**config.mk**
```make
export PLATFORM = sky130hd
export DESIGN_NAME = dswp_host_flat
export DESIGN_NICKNAME = d
export VERILOG_FILES = /design/src/rtl/dswp_pkg.sv /design/src/rtl/dswp_if.sv /design/src/rtl/dswp_host.sv /design/src/flat_wrapper.sv
export SDC_FILE = /design/constraint.sdc
export NUM_CORES = 1
export LEC_CHECK = 0
export ABC_CLOCK_PERIOD_IN_PS = 2500
export BUFFER_PORTS_ARGS = -buffer_cell sky130_fd_sc_hd__buf_2
export CORE_MARGIN = 10
export CORE_UTILIZATION = 40
export CTS_CLUSTER_DIAMETER = 80
export DETAILED_ROUTE_END_ITERATION = 10
export GPL_TIMING_DRIVEN = 0
export SYNTH_ARGS = -nofsm -noshare
export SYNTH_HDL_FRONTEND = slang
export SYNTH_SLANG_ARGS = --single-unit
```
**constraint.sdc**
```tcl
create_clock -name clk -period 2.5 [get_ports clk]
set_input_delay 0.5 -clock clk [delete_from_list [all_inputs] [get_ports clk]]
set_output_delay 0.5 -clock clk [all_outputs]
set_load 0.005 [all_outputs]
```
**src/rtl/dswp_pkg.sv**
```systemverilog
package dswp_pkg;
  localparam int FRAME_BITS  = 16;        // shift register width
  localparam int CODE_BITS   = 8;         // converter code width
  localparam int MODE_BITS   = 2;         // power mode width
  localparam int CNT_BITS    = 5;         // bit counter width
  localparam int MODE_MSB    = 15;        // first bit on the wire
  localparam int MODE_LSB    = 14;
  localparam int CODE_MSB    = 13;
  localparam int CODE_LSB    = 6;
  localparam logic [CNT_BITS-1:0] LAST_BIT = 5'h0f;  // index of 16th bit
  localparam logic [CODE_BITS-1:0] CODE_RST = 8'h00; // power-on code
  localparam int CLK_HZ      = 25000000;  // host system clock
  localparam int SYNC_HIGH_NS = 50;       // least idle time, worst supply
  localparam int ABORT_LEAD_NS = 15;      // lead of abort before 16th edge
  localparam int NS_PER_S    = 1000000000;
  // least times round up to whole cycles, at least one
  localparam int SYNC_HIGH_CYC = (SYNC_HIGH_NS * (CLK_HZ / 1000000) + 999) / 1000 < 1 ? 1 :
                                 (SYNC_HIGH_NS * (CLK_HZ / 1000000) + 999) / 1000;
  localparam int SCLK_HALF_CYC = 1;       // host sclk divider half period

  typedef enum logic [1:0] {
    DSWP_MODE_NORMAL = 2'b00,             // output driven
    DSWP_MODE_PD_1K  = 2'b01,             // 1 kohm to ground
    DSWP_MODE_PD_100K = 2'b10,            // 100 kohm to ground
    DSWP_MODE_HIZ    = 2'b11              // output open
  } dswp_mode_t;
endpackage : dswp_pkg

```
**src/rtl/dswp_if.sv**
```systemverilog
interface dswp_if;
  logic sync_n;   // frame select, active low
  logic sclk;     // serial clock from host
  logic din;      // serial data
  modport host   (output sync_n, output sclk, output din);
  modport device (input sync_n, input sclk, input din);
endinterface : dswp_if

```
**src/rtl/dswp_host.sv**
```systemverilog
module dswp_host
  import dswp_pkg::*;
#(
  parameter int HALF_CYC = SCLK_HALF_CYC  // sclk half period in clk cycles
)(
  input  wire logic             clk,      // system clock, 25 MHz
  input  wire logic             arst_n,   // async reset, active low
  dswp_if.host                  link,     // serial pins
  input  wire logic             wr_valid, // write request
  input  wire dswp_mode_t       wr_mode,  // power mode to send
  input  wire logic [CODE_BITS-1:0] wr_code, // code to send
  input  wire logic             abort,    // cut frame short
  output logic                  wr_ready, // idle, takes request
  output logic                  wr_done   // pulse, frame ended
);
  typedef enum logic [1:0] {
    DSWP_H_IDLE = 2'b00, DSWP_H_SHIFT = 2'b01, DSWP_H_GAP = 2'b10
  } dswp_hstate_t;
  dswp_hstate_t          state;
  logic [FRAME_BITS-1:0] sreg;     // bits still to send, msb first
  logic [CNT_BITS-1:0]   bits;     // bits sent
  logic [7:0]            div;      // half period counter
  logic [7:0]            gap;      // idle time counter
  logic                  sclk_q;
  logic                  sync_q;
  wire  half = (div == 8'(HALF_CYC - 1));

  // 25 MHz clk halves to 12.5 MHz max sclk, under both limits
  always_ff @(posedge clk or negedge arst_n) begin
    if (!arst_n) begin
      state   <= DSWP_H_IDLE;
      sreg    <= '0;
      bits    <= '0;
      div     <= '0;
      gap     <= '0;
      sclk_q  <= 1'b1;  // idle high, so the first edge is a fall
      sync_q  <= 1'b1;  // no frame in reset
      wr_done <= 1'b0;
    end else begin
      wr_done <= 1'b0;
      unique case (state)
        DSWP_H_IDLE: begin
          if (wr_valid) begin
            sreg   <= {wr_mode, wr_code, 6'h00};
            sync_q <= 1'b0;
            bits   <= '0;
            div    <= '0;
            state  <= DSWP_H_SHIFT;
          end
        end
        DSWP_H_SHIFT: begin
          div <= half ? 8'h00 : div + 8'h01;
          // abort at a rising edge: the fall it replaces is a half period away
          if (abort && half && !sclk_q) begin
            sync_q <= 1'b1;
            sclk_q <= 1'b1;
            gap    <= '0;
            state  <= DSWP_H_GAP;
          end else if (half) begin
            sclk_q <= ~sclk_q;
            if (!sclk_q) begin  // rising edge: move to next bit
              sreg <= {sreg[FRAME_BITS-2:0], 1'b0};
              if (bits == LAST_BIT + 5'h01) begin
                sync_q <= 1'b1;
                gap    <= '0;
                state  <= DSWP_H_GAP;
                sclk_q <= 1'b1;
              end
            end else begin
              bits <= bits + 5'h01;  // falling edge samples
            end
          end
        end
        DSWP_H_GAP: begin
          gap <= gap + 8'h01;
          if (gap == 8'(SYNC_HIGH_CYC)) begin
            wr_done <= 1'b1;
            state   <= DSWP_H_IDLE;
          end
        end
        default: state <= DSWP_H_IDLE;
      endcase
    end
  end

  assign link.sclk   = sclk_q;
  assign link.sync_n = sync_q;
  assign link.din    = sreg[FRAME_BITS-1];
  assign wr_ready    = (state == DSWP_H_IDLE);
endmodule : dswp_host

```
**src/flat_wrapper.sv**
```systemverilog
// flat-port wrapper written by rule: the top's interface ports become plain ports
module dswp_host_flat import dswp_pkg::*;
#(
  parameter int HALF_CYC = SCLK_HALF_CYC                                   
)
  (clk, arst_n, wr_valid, wr_mode, wr_code, abort, wr_ready, wr_done, link_sync_n, link_sclk, link_din);
  dswp_if link_i ();
  input  wire logic clk;
  input  wire logic arst_n;
  input  wire logic wr_valid;
  input  wire dswp_mode_t wr_mode;
  input  wire logic [CODE_BITS-1:0] wr_code;
  input  wire logic abort;
  output logic wr_ready;
  output logic wr_done;
  output wire logic [$bits(link_i.sync_n)-1:0] link_sync_n;
  output wire logic [$bits(link_i.sclk)-1:0] link_sclk;
  output wire logic [$bits(link_i.din)-1:0] link_din;
  assign link_sync_n = link_i.sync_n;
  assign link_sclk = link_i.sclk;
  assign link_din = link_i.din;
  dswp_host #(.HALF_CYC(HALF_CYC)) u_core (.clk(clk), .arst_n(arst_n), .link(link_i), .wr_valid(wr_valid), .wr_mode(wr_mode), .wr_code(wr_code), .abort(abort), .wr_ready(wr_ready), .wr_done(wr_done));
endmodule
```
==> flow_metrics.py, run 1 <==
metrics = {
    "clock_tree": {
        "htreeDepth": 2,
        "clockRootBuffer": "clkbuf_8",
        "cts_hold_buf": 0,
        "worstSkewPairLatency_ns": 0.29,
        "cts_max_path_buffers": 2,
        "ctsResizeCount": 0,
        "clock-sinks": 36,
        "post_cts_buffers": 0,
        "cts_tree": "yes",
        "numCtsBuffers": 5,
        "worst_setup_hold_path_clk_slew_ns": 0.07,
    },
    "critical_path": {
        "crit_path_end_kind": "flip-flop",
        "cp_slowest_cell": "nor4b_4",
        "path_max_fanout": 10,
        "r2r_cells": 6,
        "timing.rr.end": "u_core.sreg[11]",
        "crit_chain": "inv_1 -> ha_1 -> nor4b_4 -> nand3_1 -> a21oi_4 -> mux2_2",
        "cp.arrival_ns": 2.34,
        "critPathLaunchType": "flip-flop",
        "r2r_start": "u_core.div[0]",
        "cp_num_buf_inv": 1,
        "r2r_slack_ns": 0.34,
        "critPathTopFamily": "simple AND/OR/NAND/NOR gates",
        "crit_path_max_incr_delay_ns": 0.45,
        "cp.required_ns": 2.68,
        "path_class": "flip-flop to flip-flop",
    },
    "final_layout": {
        "area_growth_pct": 13.46,
        "fill_cells": 474,
        "final_cells": 278,
        "fin_area_um2": 2172,
        "final_layout_size_suffix_gt1_share_pct": 20.54,
        "diodes": 0,
        "nNetsFinal": 243,
    },
    "timing": {
        "tightest_slew_ns": 0.8062,
        "hold_viol_final": 0,
        "relSlewSlack_pct": 46.26,
        "post-route-period-util_pct": 86.52,
        "fin_skew_ns": 0.004688,
        "fin_hold_ws_ns": 0.3012,
        "timing.fmax_mhz": 462.3,
        "rsz0062_at_grt": "no",
        "setup_viol": 0,
        "maxSlewViolCount": 0,
        "fin_crit_ns": 2.163,
        "tns_ns": 0,
    },
    "yosys": {
        "synth_top_flop_cell": "dfrtp_1",
        "ys_ff_latch": 36,
        "synth-edff-count": 0,
        "synth_top_area_cell": "dfrtp_1",
        "synth_area_leaders": "dfrtp_1 (44%), nand2_1 (8.2%), mux2_2 (5.9%)",
        "ys_warn_count": 0,
        "synth_top_area_share_pct": 44.44,
        "synthDistinctLibCells": 41,
        "ys_seq_area_share_pct": 47.19,
        "syn-cell-area_um2": 1914,
        "syn_area_per_cell_um2": 9.668,
        "syn-num-nets": 218,
        "async_flop_share_pct": 100.0,
        "syn_inst": 198,
    },
    "placed_design": {
        "placed_area_um2": 2072,
        "post-place-cells": 270,
        "place_congestion": 0.7985,
        "port_buffers": 18,
        "hpwlAfterDp_um": 2788,
    },
    "pwr": {
        "power.internal_w": 0.001462,
        "swShare_pct": 38.53,
        "seqPwrFrac_pct": 39.3,
        "clockPowerShare_pct": 19.5,
        "power_switching_w": 0.0009161,
        "ir_drop_v": 0.0005091,
        "leakage_nw": 1.026,
        "p_per_area_nw_per_um2": 1095,
        "combinationalPowerShare_pct": 41.2,
    },
    "detailed_routing": {
        "avgViaCountPerCell": 5.331,
        "wl_um": 3919,
        "drt_iter0_markers": 112,
        "wl_met3_um": 128,
        "dr.pass1.iters": 4,
        "drcViolationCount": 0,
        "dr_wl_met2_um": 1699,
        "ant_nets": 0,
        "top_layer": "met4",
        "met1_length_um": 2016,
        "post_drt_wl_per_cell_um": 14.10,
        "vias": 1482,
    },
    "floorplanning": {
        "die_x_um": 89.18,
        "ios": 19,
        "die_h_um": 89.18,
        "die_area_um2": 7953,
        "std_cell_rows": 25,
        "start_util_pct": 40.80,
        "core_um2": 4692,
    },
    "grt": {
        "overflow": 0,
        "antenna_found_initial": 0,
        "grtUsageTotal_pct": 10.78,
        "grt_pass1_vias": 1439,
        "grt_max_degree": 37,
        "grt_pass1_wl_um": 6789,
    },
    "worst_hold_path": {
        "hp-class": "input port to async pin",
    },
    "flow_run": {
        "maxCapViolCount": 0,
    },
    "run_status": {
        "status": "completed",
    },
}
[worst max path at each step]
stage,from,cells after the start,end
3_5_place_dp,u_core.div[0],6,u_core.sreg[11]
3_3_place_gp,u_core.div[0],6,u_core.sreg[14]
6_report,u_core.div[0],6,u_core.sreg[11]
5_1_grt,u_core.div[0],6,u_core.sreg[13]
4_1_cts,u_core.div[0],6,u_core.sreg[11]
2_1_floorplan,u_core.div[0],6,u_core.sreg[10]
[layer usage]
metal | up-vias | GRT usage (%)
li1 | 756 | -
met1 | 701 | 14.12
met2 | 19 | 16.04
met3 | 6 | 3.099
met4 | 0 | 4.769
met5 | - | 0
[synthesized netlist by cell type, types with 2 or more instances]
cell type / n
nand4_1: 5
o21ai_0: 13
a21oi_1: 5
xor2_1: 2
dfstp_2: 2
mux2i_1: 3
nand3_1: 12
a21o_1: 2
nand2_1: 42
and3_1: 3
ha_1: 6
nand2b_1: 2
buf_2: 2
a211oi_1: 2
o22ai_1: 3
nor3_1: 3
inv_1: 8
a22o_1: 3
o211ai_1: 7
xnor2_1: 2
clkbuf_1: 3
dfrtp_1: 34
nor2_1: 5
mux2_2: 10
nor2b_1: 2
or4_1: 2
[power by group through the flow]
stage               logic (W)  registers, W  clock network [W]
global route          0.00111      0.000965           0.000501
finish               0.000981      0.000934           0.000463
detailed placement   0.000995      0.000944                  0
floorplan            0.000762      0.000907                  0
global placement     0.000983      0.000939                  0
CTS                  0.000997      0.000933           0.000471
[cells in the final DEF (no fill, tap or decap), types with 2 or more instances in the layout]
master    Yosys  final
a211oi_1      2      2
a21o_1        2      2
a21oi_1       5      5
a22o_1        3      3
and3_1        3      3
buf_2         2     20
clkbuf_1      3      4
clkbuf_8      0      7
dfrtp_1      34     34
dfstp_2       2      2
ha_1          6      6
inv_1         8      8
mux2_2       10     10
mux2i_1       3      3
nand2_1      42     42
nand2b_1      2      2
nand3_1      12     12
nand4_1       5      5
nor2_1        5      5
nor2b_1       2      2
nor3_1        3      3
o211ai_1      7      7
o21ai_0      13     13
o22ai_1       3      3
or4_1         2      2
xnor2_1       2      2
xor2_1        2      2
[stage by stage]
stage | setup slack [ns] | total power, W | utilization (%)
final | 0.3370 | 0.002378 | 46.29
after global routing | 0.1884 | 0.002575 | 46.29
after CTS | 0.3170 | 0.002402 | 46.29
after detailed placement | 0.3303 | 0.001939 | 44.16
after global placement | 0.3098 | 0.001923 | 44.16
after floorplan | 0.5935 | 0.001668 | -
[layout make-up]
class | count | area, um^2 | share of cell area (%)
well taps | 54 | 67.56 | 3.111
clock buffers | 8 | 100.1 | 4.608
inverters | 8 | 30.03 | 1.382
flip-flops and latches | 36 | 903.4 | 41.59
repair buffers | 18 | 90.09 | 4.147
multi-input cells | 149 | 959.7 | 44.18
plain buffers | 5 | 21.27 | 0.9793
[state kept, by name, summed over array words and instances (netlist names)]
register / flops
u_core.link.sclk: 1
u_core.div: 8
u_core.bits: 5
u_core.wr_done: 1
u_core.link.sync_n: 1
u_core.sreg: 10
u_core.state: 2
u_core.gap: 8
[cell families (layout without fill, tap and decap cells)]
kind of cell | count (synthesis) | after routing | synth area share [%]
simple gates | 86 | 86 | 23.01
compound gates | 40 | 40 | 13.92
flops | 36 | 36 | 47.19
mux | 13 | 13 | 7.451
buf+inv | 13 | 39 | 2.680
fa+ha+maj | 6 | 6 | 3.921
xor+xnor | 4 | 4 | 1.830
Note: power is estimated with default switching activity, not from simulation.
==> run 2: changes to the inputs <==
--- a/config.mk
+++ b/config.mk
@@ -5,13 +5,17 @@
 export SDC_FILE = /design/constraint.sdc
 export NUM_CORES = 1
 export LEC_CHECK = 0
+export ABC_AREA = 1
 export ABC_CLOCK_PERIOD_IN_PS = 2500
 export BUFFER_PORTS_ARGS = -buffer_cell sky130_fd_sc_hd__buf_2
+export CELL_PAD_IN_SITES_DETAIL_PLACEMENT = 0
+export CELL_PAD_IN_SITES_GLOBAL_PLACEMENT = 2
 export CORE_MARGIN = 10
-export CORE_UTILIZATION = 40
+export CORE_UTILIZATION = 34
 export CTS_CLUSTER_DIAMETER = 80
 export DETAILED_ROUTE_END_ITERATION = 10
 export GPL_TIMING_DRIVEN = 0
+export PLACE_DENSITY_LB_ADDON = 0.1
 export SYNTH_ARGS = -nofsm -noshare
 export SYNTH_HDL_FRONTEND = slang
 export SYNTH_SLANG_ARGS = --single-unit
==> flow_metrics.py, run 2 <==
metrics = {
    "critical_path": {
        "cp_num_buf_inv": 2,
        "crit_cells": 3,
        "crit_path_end_kind": "output port",
        "cp.arrival_ns": 1.05,
        "r2r_start": "u_core.state[0]",
        "crit_path_max_incr_delay_ns": 0.37,
        "path_max_fanout": 7,
        "crit_chain": "buf_6 -> nor2_2 -> buf_2",
        "critPathLaunchType": "flip-flop",
        "cp_slowest_cell": "dfrtp_1",
        "critPathTopFamily": "flip-flops",
        "path_class": "flip-flop to output port",
        "setup.worst_path.start": "u_core.state[0]",
        "cp.required_ns": 2.00,
        "r2r_cells": 5,
    },
    "final_layout": {
        "final_layout_size_suffix_gt1_share_pct": 15.86,
        "fill_cells": 647,
        "nNetsFinal": 328,
        "area_growth_pct": 12.90,
        "layout_commonest_cell": "nand2_1",
        "top_regs": "u_core.sreg x10, u_core.div x8, u_core.gap x8",
        "largest_reg_flops": 10,
        "ff_latch_area_um2": 903.4,
        "diodes": 0,
        "multi_input_area_um2": 1036,
        "final_cell_mix": "nand2_1 (97), dfrtp_1 (34), inv_1 (28)",
        "largest-register": "u_core.sreg",
        "final_cells": 384,
        "utilization_pct": 40.04,
    },
    "timing": {
        "fin_crit_ns": 1.547,
        "maxSlewViolCount": 0,
        "rsz0062_at_grt": "no",
        "tightest_slew_ns": 0.8410,
        "tns_ns": 0,
        "layout_setup_ws_ns": 0.9530,
        "timing.fmax_mhz": 646.4,
        "fin_skew_ns": 0.006131,
        "setup_viol": 0,
        "post-route-period-util_pct": 61.88,
        "relSlewSlack_pct": 43.93,
        "hold_viol_final": 0,
    },
    "pwr": {
        "leakage_nw": 1.268,
        "p_per_area_nw_per_um2": 1233,
        "ir_drop_v": 0.0004485,
    },
    "clock_tree": {
        "numCtsBuffers": 5,
        "cts_tree": "yes",
        "htreeDepth": 2,
        "cts_max_path_buffers": 2,
        "clock-sinks": 36,
        "worst_setup_hold_path_clk_slew_ns": 0.08,
        "clockRootBuffer": "clkbuf_8",
        "ctsResizeCount": 0,
        "cts_hold_buf": 0,
        "worstSkewPairLatency_ns": 0.29,
        "post_cts_buffers": 0,
    },
    "yosys": {
        "ys_seq_area_share_pct": 42.52,
        "syn_inst": 283,
        "ys_ff_latch": 36,
        "synth_top_area_share_pct": 40.05,
        "syn_area_per_cell_um2": 7.507,
        "synthMostInstantiatedCell": "nand2_1",
        "synth_top_area_cell": "dfrtp_1",
        "syn-cell-area_um2": 2125,
        "synthDistinctLibCells": 31,
        "synth_top_flop_cell": "dfrtp_1",
        "ys_top_cells_by_count": "nand2_1 (97), dfrtp_1 (34), inv_1 (28)",
        "async_flop_share_pct": 100.0,
        "ys_warn_count": 0,
        "syn-num-nets": 303,
        "synth_area_leaders": "dfrtp_1 (40%), nand2_1 (17%), nand3_1 (6.1%)",
        "synth-edff-count": 0,
    },
    "run_status": {
        "status": "completed",
    },
    "grt": {
        "overflow": 0,
        "grt_max_degree": 37,
        "grt_pass1_vias": 1776,
        "grtUsageTotal_pct": 10.55,
        "grt_pass1_wl_um": 8562,
        "antenna_found_initial": 0,
    },
    "placed_design": {
        "dp_slack_ns": 0.7776,
        "hpwlAfterDp_um": 3472,
        "place_congestion": 0.7189,
        "port_buffers": 18,
        "post-place-cells": 376,
    },
    "detailed_routing": {
        "ant_nets": 0,
        "dr.pass1.iters": 4,
        "vias": 1818,
        "post_drt_wl_per_cell_um": 12.71,
        "avgViaCountPerCell": 4.734,
        "drt_iter0_markers": 74,
        "wl_um": 4880,
        "drcViolationCount": 0,
    },
    "floorplanning": {
        "start_util_pct": 35.46,
        "die_area_um2": 9811,
        "die_x_um": 99.05,
        "die_h_um": 99.05,
        "std_cell_rows": 28,
        "ios": 19,
        "core_um2": 5991,
    },
    "flow_run": {
        "maxCapViolCount": 0,
    },
    "worst_hold_path": {
        "hp-class": "input port to async pin",
    },
}
==> run 2: kinds of logic (layout without fill, tap and decap cells) <==
family	Yosys count	in the layout	share of synthesized area [%]
flops	36	36	42.52
compound gates	22	22	5.477
simple gates	176	176	38.52
fa+ha+maj	6	6	3.533
xor+xnor	3	3	1.237
buf+inv	40	66	8.716
==> run 2: final cells by class <==
cell class / count / area share, %
repair buffers: 18 / 3.756
multi-input cells: 207 / 43.19
clock buffers: 8 / 3.756
flip-flops and latches: 36 / 37.66
well taps: 75 / 3.912
inverters: 33 / 5.269
plain buffers: 7 / 2.452
==> run 2: through the flow <==
| step | hold slack [ns] | cell area (um^2) | total power, W |
|---|---|---|---|
| 5_1_grt | 0.3764 | 2399 | 0.003286 |
| 3_5_place_dp | 0.4589 | 2308 | 0.002558 |
| 2_1_floorplan | 0.2044 | 2125 | 0.002164 |
| 3_3_place_gp | 0.4536 | 2308 | 0.002560 |
| 4_1_cts | 0.3540 | 2399 | 0.003018 |
| 6_report | 0.3084 | 2399 | 0.002958 |
==> run 2: final timing paths <==
check | endpoint | slack [ns]
setup / recovery | wr_ready | 0.95
hold / removal | u_core.gap[3] | 0.31
setup reg to reg | u_core.div[3] | 0.96
hold reg to reg | u_core.link.sync_n | 0.47
max in group asynchronous | u_core.bits[3] | 1.65
min in group clk | u_core.link.sync_n | 0.47
==> run 2: metal layers <==
layer / wire length [um] / part of all wire [%] / up-vias / global-route usage, %
li1: - / - / 962 / -
met1: 2486 / 51 / 830 / 13.75
met2: 2165 / 44 / 22 / 16.08
met3: 177 / 3.6 / 4 / 2.933
met4: 49 / 1.0 / 0 / 3.969
met5: 0 / 0 / - / 0
==> run 2: where the power goes <==
part / internal, W / total (W) / switching, W
Sequential: 0.000798 / 0.000983 / 0.000185
Combinational: 0.000548 / 0.00154 / 0.000991
Clock: 0.000225 / 0.000436 / 0.000211
Total: 0.00157 / 0.00296 / 0.00139
==> run 3: changes to the inputs <==
--- a/config.mk
+++ b/config.mk
@@ -6,12 +6,12 @@
 export NUM_CORES = 1
 export LEC_CHECK = 0
 export ABC_AREA = 1
-export ABC_CLOCK_PERIOD_IN_PS = 2500
+export ABC_CLOCK_PERIOD_IN_PS = 1300
 export BUFFER_PORTS_ARGS = -buffer_cell sky130_fd_sc_hd__buf_2
 export CELL_PAD_IN_SITES_DETAIL_PLACEMENT = 0
 export CELL_PAD_IN_SITES_GLOBAL_PLACEMENT = 2
 export CORE_MARGIN = 10
-export CORE_UTILIZATION = 34
+export CORE_UTILIZATION = 31
 export CTS_CLUSTER_DIAMETER = 80
 export DETAILED_ROUTE_END_ITERATION = 10
 export GPL_TIMING_DRIVEN = 0
==> constraint.sdc (replaced) <==
create_clock -name clk -period 1.3 [get_ports clk]
set_input_delay 0.26 -clock clk [delete_from_list [all_inputs] [get_ports clk]]
set_output_delay 0.26 -clock clk [all_outputs]
set_load 0.005 [all_outputs]
==> flow_metrics.py, run 3 (synthesis gave the netlist of run 2 again) <==
metrics = {
    "critical_path": {
        "path_class": "flip-flop to flip-flop",
        "r2r_slack_ns": -0.10,
        "cp.arrival_ns": 1.63,
        "r2r_cells": 9,
        "r2r_start": "u_core.div[1]",
        "timing.rr.end": "u_core.sreg[7]",
        "cp.required_ns": 1.53,
        "crit_path_end_kind": "flip-flop",
        "path_max_fanout": 6,
        "critPathLaunchType": "flip-flop",
    },
    "pwr": {
        "power_switching_w": 0.003263,
        "power.internal_w": 0.004085,
        "clockPowerShare_pct": 12.3,
        "p_per_area_nw_per_um2": 2643,
        "combinationalPowerShare_pct": 62.1,
        "leakage_nw": 1.417,
        "seqPwrFrac_pct": 25.6,
        "swShare_pct": 44.41,
        "ir_drop_v": 0.0007695,
    },
    "final_layout": {
        "final_layout_size_suffix_gt1_share_pct": 30.00,
        "diodes": 0,
        "final_cell_mix": "nand2_1 (91), dfrtp_1 (32), inv_1 (25)",
        "layout_commonest_cell": "nand2_1",
        "area_growth_pct": 30.86,
        "largest_reg_flops": 10,
        "top_regs": "u_core.sreg x10, u_core.div x8, u_core.gap x8",
        "largest-register": "u_core.sreg",
        "fill_cells": 701,
        "nNetsFinal": 350,
        "final_cells": 410,
    },
    "run_status": {
        "violations": "negative setup slack",
        "status": "complete, but fails checks",
    },
    "floorplanning": {
        "std_cell_rows": 30,
        "core_um2": 6719,
        "die_area_um2": 10560,
        "die_h_um": 102.8,
        "ios": 19,
        "die_x_um": 102.8,
        "start_util_pct": 31.62,
    },
    "timing": {
        "tns_ns": -1.872,
        "timing.fmax_mhz": 711.9,
        "layout_setup_ws_ns": -0.1046,
        "fin_skew_ns": 0.005900,
        "tightest_slew_ns": 0.8774,
        "rsz0062_at_grt": "yes",
        "post-route-period-util_pct": 108.0,
        "setup_viol": 30,
        "fin_hold_ws_ns": 0.08003,
        "relSlewSlack_pct": 41.50,
        "hold_viol_final": 0,
        "maxSlewViolCount": 0,
        "fin_crit_ns": 1.405,
    },
    "clock_tree": {
        "numCtsBuffers": 5,
        "worst_setup_hold_path_clk_slew_ns": 0.08,
        "cts_hold_buf": 0,
        "clockRootBuffer": "clkbuf_8",
        "worstSkewPairLatency_ns": 0.29,
        "htreeDepth": 2,
        "cts_max_path_buffers": 2,
        "clock-sinks": 36,
        "cts_tree": "yes",
    },
    "grt": {
        "grt_pass1_wl_um": 9901,
        "overflow": 0,
        "grt_max_degree": 37,
        "grtUsageTotal_pct": 11.88,
        "grt_pass1_vias": 1945,
        "antenna_found_initial": 0,
    },
    "detailed_routing": {
        "drt_iter0_markers": 55,
        "wl_um": 5719,
        "ant_nets": 0,
        "vias": 1960,
        "drcViolationCount": 0,
        "post_drt_wl_per_cell_um": 13.95,
        "avgViaCountPerCell": 4.780,
        "dr.pass1.iters": 4,
    },
    "flow_run": {
        "maxCapViolCount": 0,
    },
    "placed_design": {
        "post-place-cells": 381,
        "port_buffers": 18,
        "dp_slack_ns": -0.2575,
        "hpwlAfterDp_um": 3630,
        "place_congestion": 0.7746,
    },
    "worst_hold_path": {
        "hp-class": "input port to async pin",
    },
}
[run 3: worst max-delay path by stage]
stage	startpoint	cells after the start	slack, ns	end
2_1_floorplan	u_core.div[0]	9	0.01	u_core.sreg[10]
3_3_place_gp	u_core.state[0]	5	-0.27	u_core.div[3]
3_5_place_dp	u_core.state[0]	5	-0.26	u_core.div[3]
4_1_cts	u_core.div[1]	10	-0.11	u_core.sreg[7]
5_1_grt	u_core.div[1]	9	-0.20	u_core.sreg[7]
6_report	u_core.div[1]	9	-0.10	u_core.sreg[7]
[run 3: critical path, cell delays in order, from the launching register on]
cell	delay, ns
dfrtp_1	0.39
inv_2	0.08
ha_4	0.14
nand2_4	0.06
nor2_8	0.14
inv_4	0.06
nand2_8	0.07
bufbuf_16	0.25
nand4_1	0.06
nand2_1	0.08
[run 3: layout make-up]
cell class / count / area [um^2] / area share (%)
plain buffers: 7 / 68.82 / 2.475
clock buffers: 7 / 96.34 / 3.465
inverters: 33 / 128.9 / 4.635
multi-input cells: 209 / 1186 / 42.66
flip-flops and latches: 36 / 905.9 / 32.58
well taps: 80 / 100.1 / 3.600
repair buffers: 38 / 294.0 / 10.58
[run 3: power groups by stage]
stage          registers, W  clock network, W  logic [W]
2_1_floorplan       0.00184                 0    0.00232
3_3_place_gp        0.00192                 0    0.00307
3_5_place_dp        0.00192                 0    0.00307
4_1_cts             0.00188          0.000945    0.00446
5_1_grt             0.00195          0.000991    0.00511
6_report            0.00188          0.000903    0.00456
[run 3: routing by layer]
metal | up-vias | track usage, % | share of wire [%]
met5 | - | 0 | 0
met4 | 0 | 3.850 | 1.5
met3 | 7 | 2.882 | 3.8
met2 | 29 | 18.55 | 46
met1 | 911 | 15.74 | 48
li1 | 1013 | - | -
[run 3: repair_timing]
item / in CTS / in global routing
pin swaps: 8 / 5
buffers inserted: 17 / 2
resized for setup: 30 / 19
setup endpoints to repair: 36 / 37
cloned: 3 / 0
[run 3: stage by stage]
stage	area (um^2)	total power [W]	utilization (%)
after global routing	2780	0.008048	41.38
final	2780	0.007349	41.38
after detailed placement	2318	0.004994	34.51
after CTS	2718	0.007283	40.45
after floorplan	2128	0.004166	-
after global placement	2318	0.004991	34.51
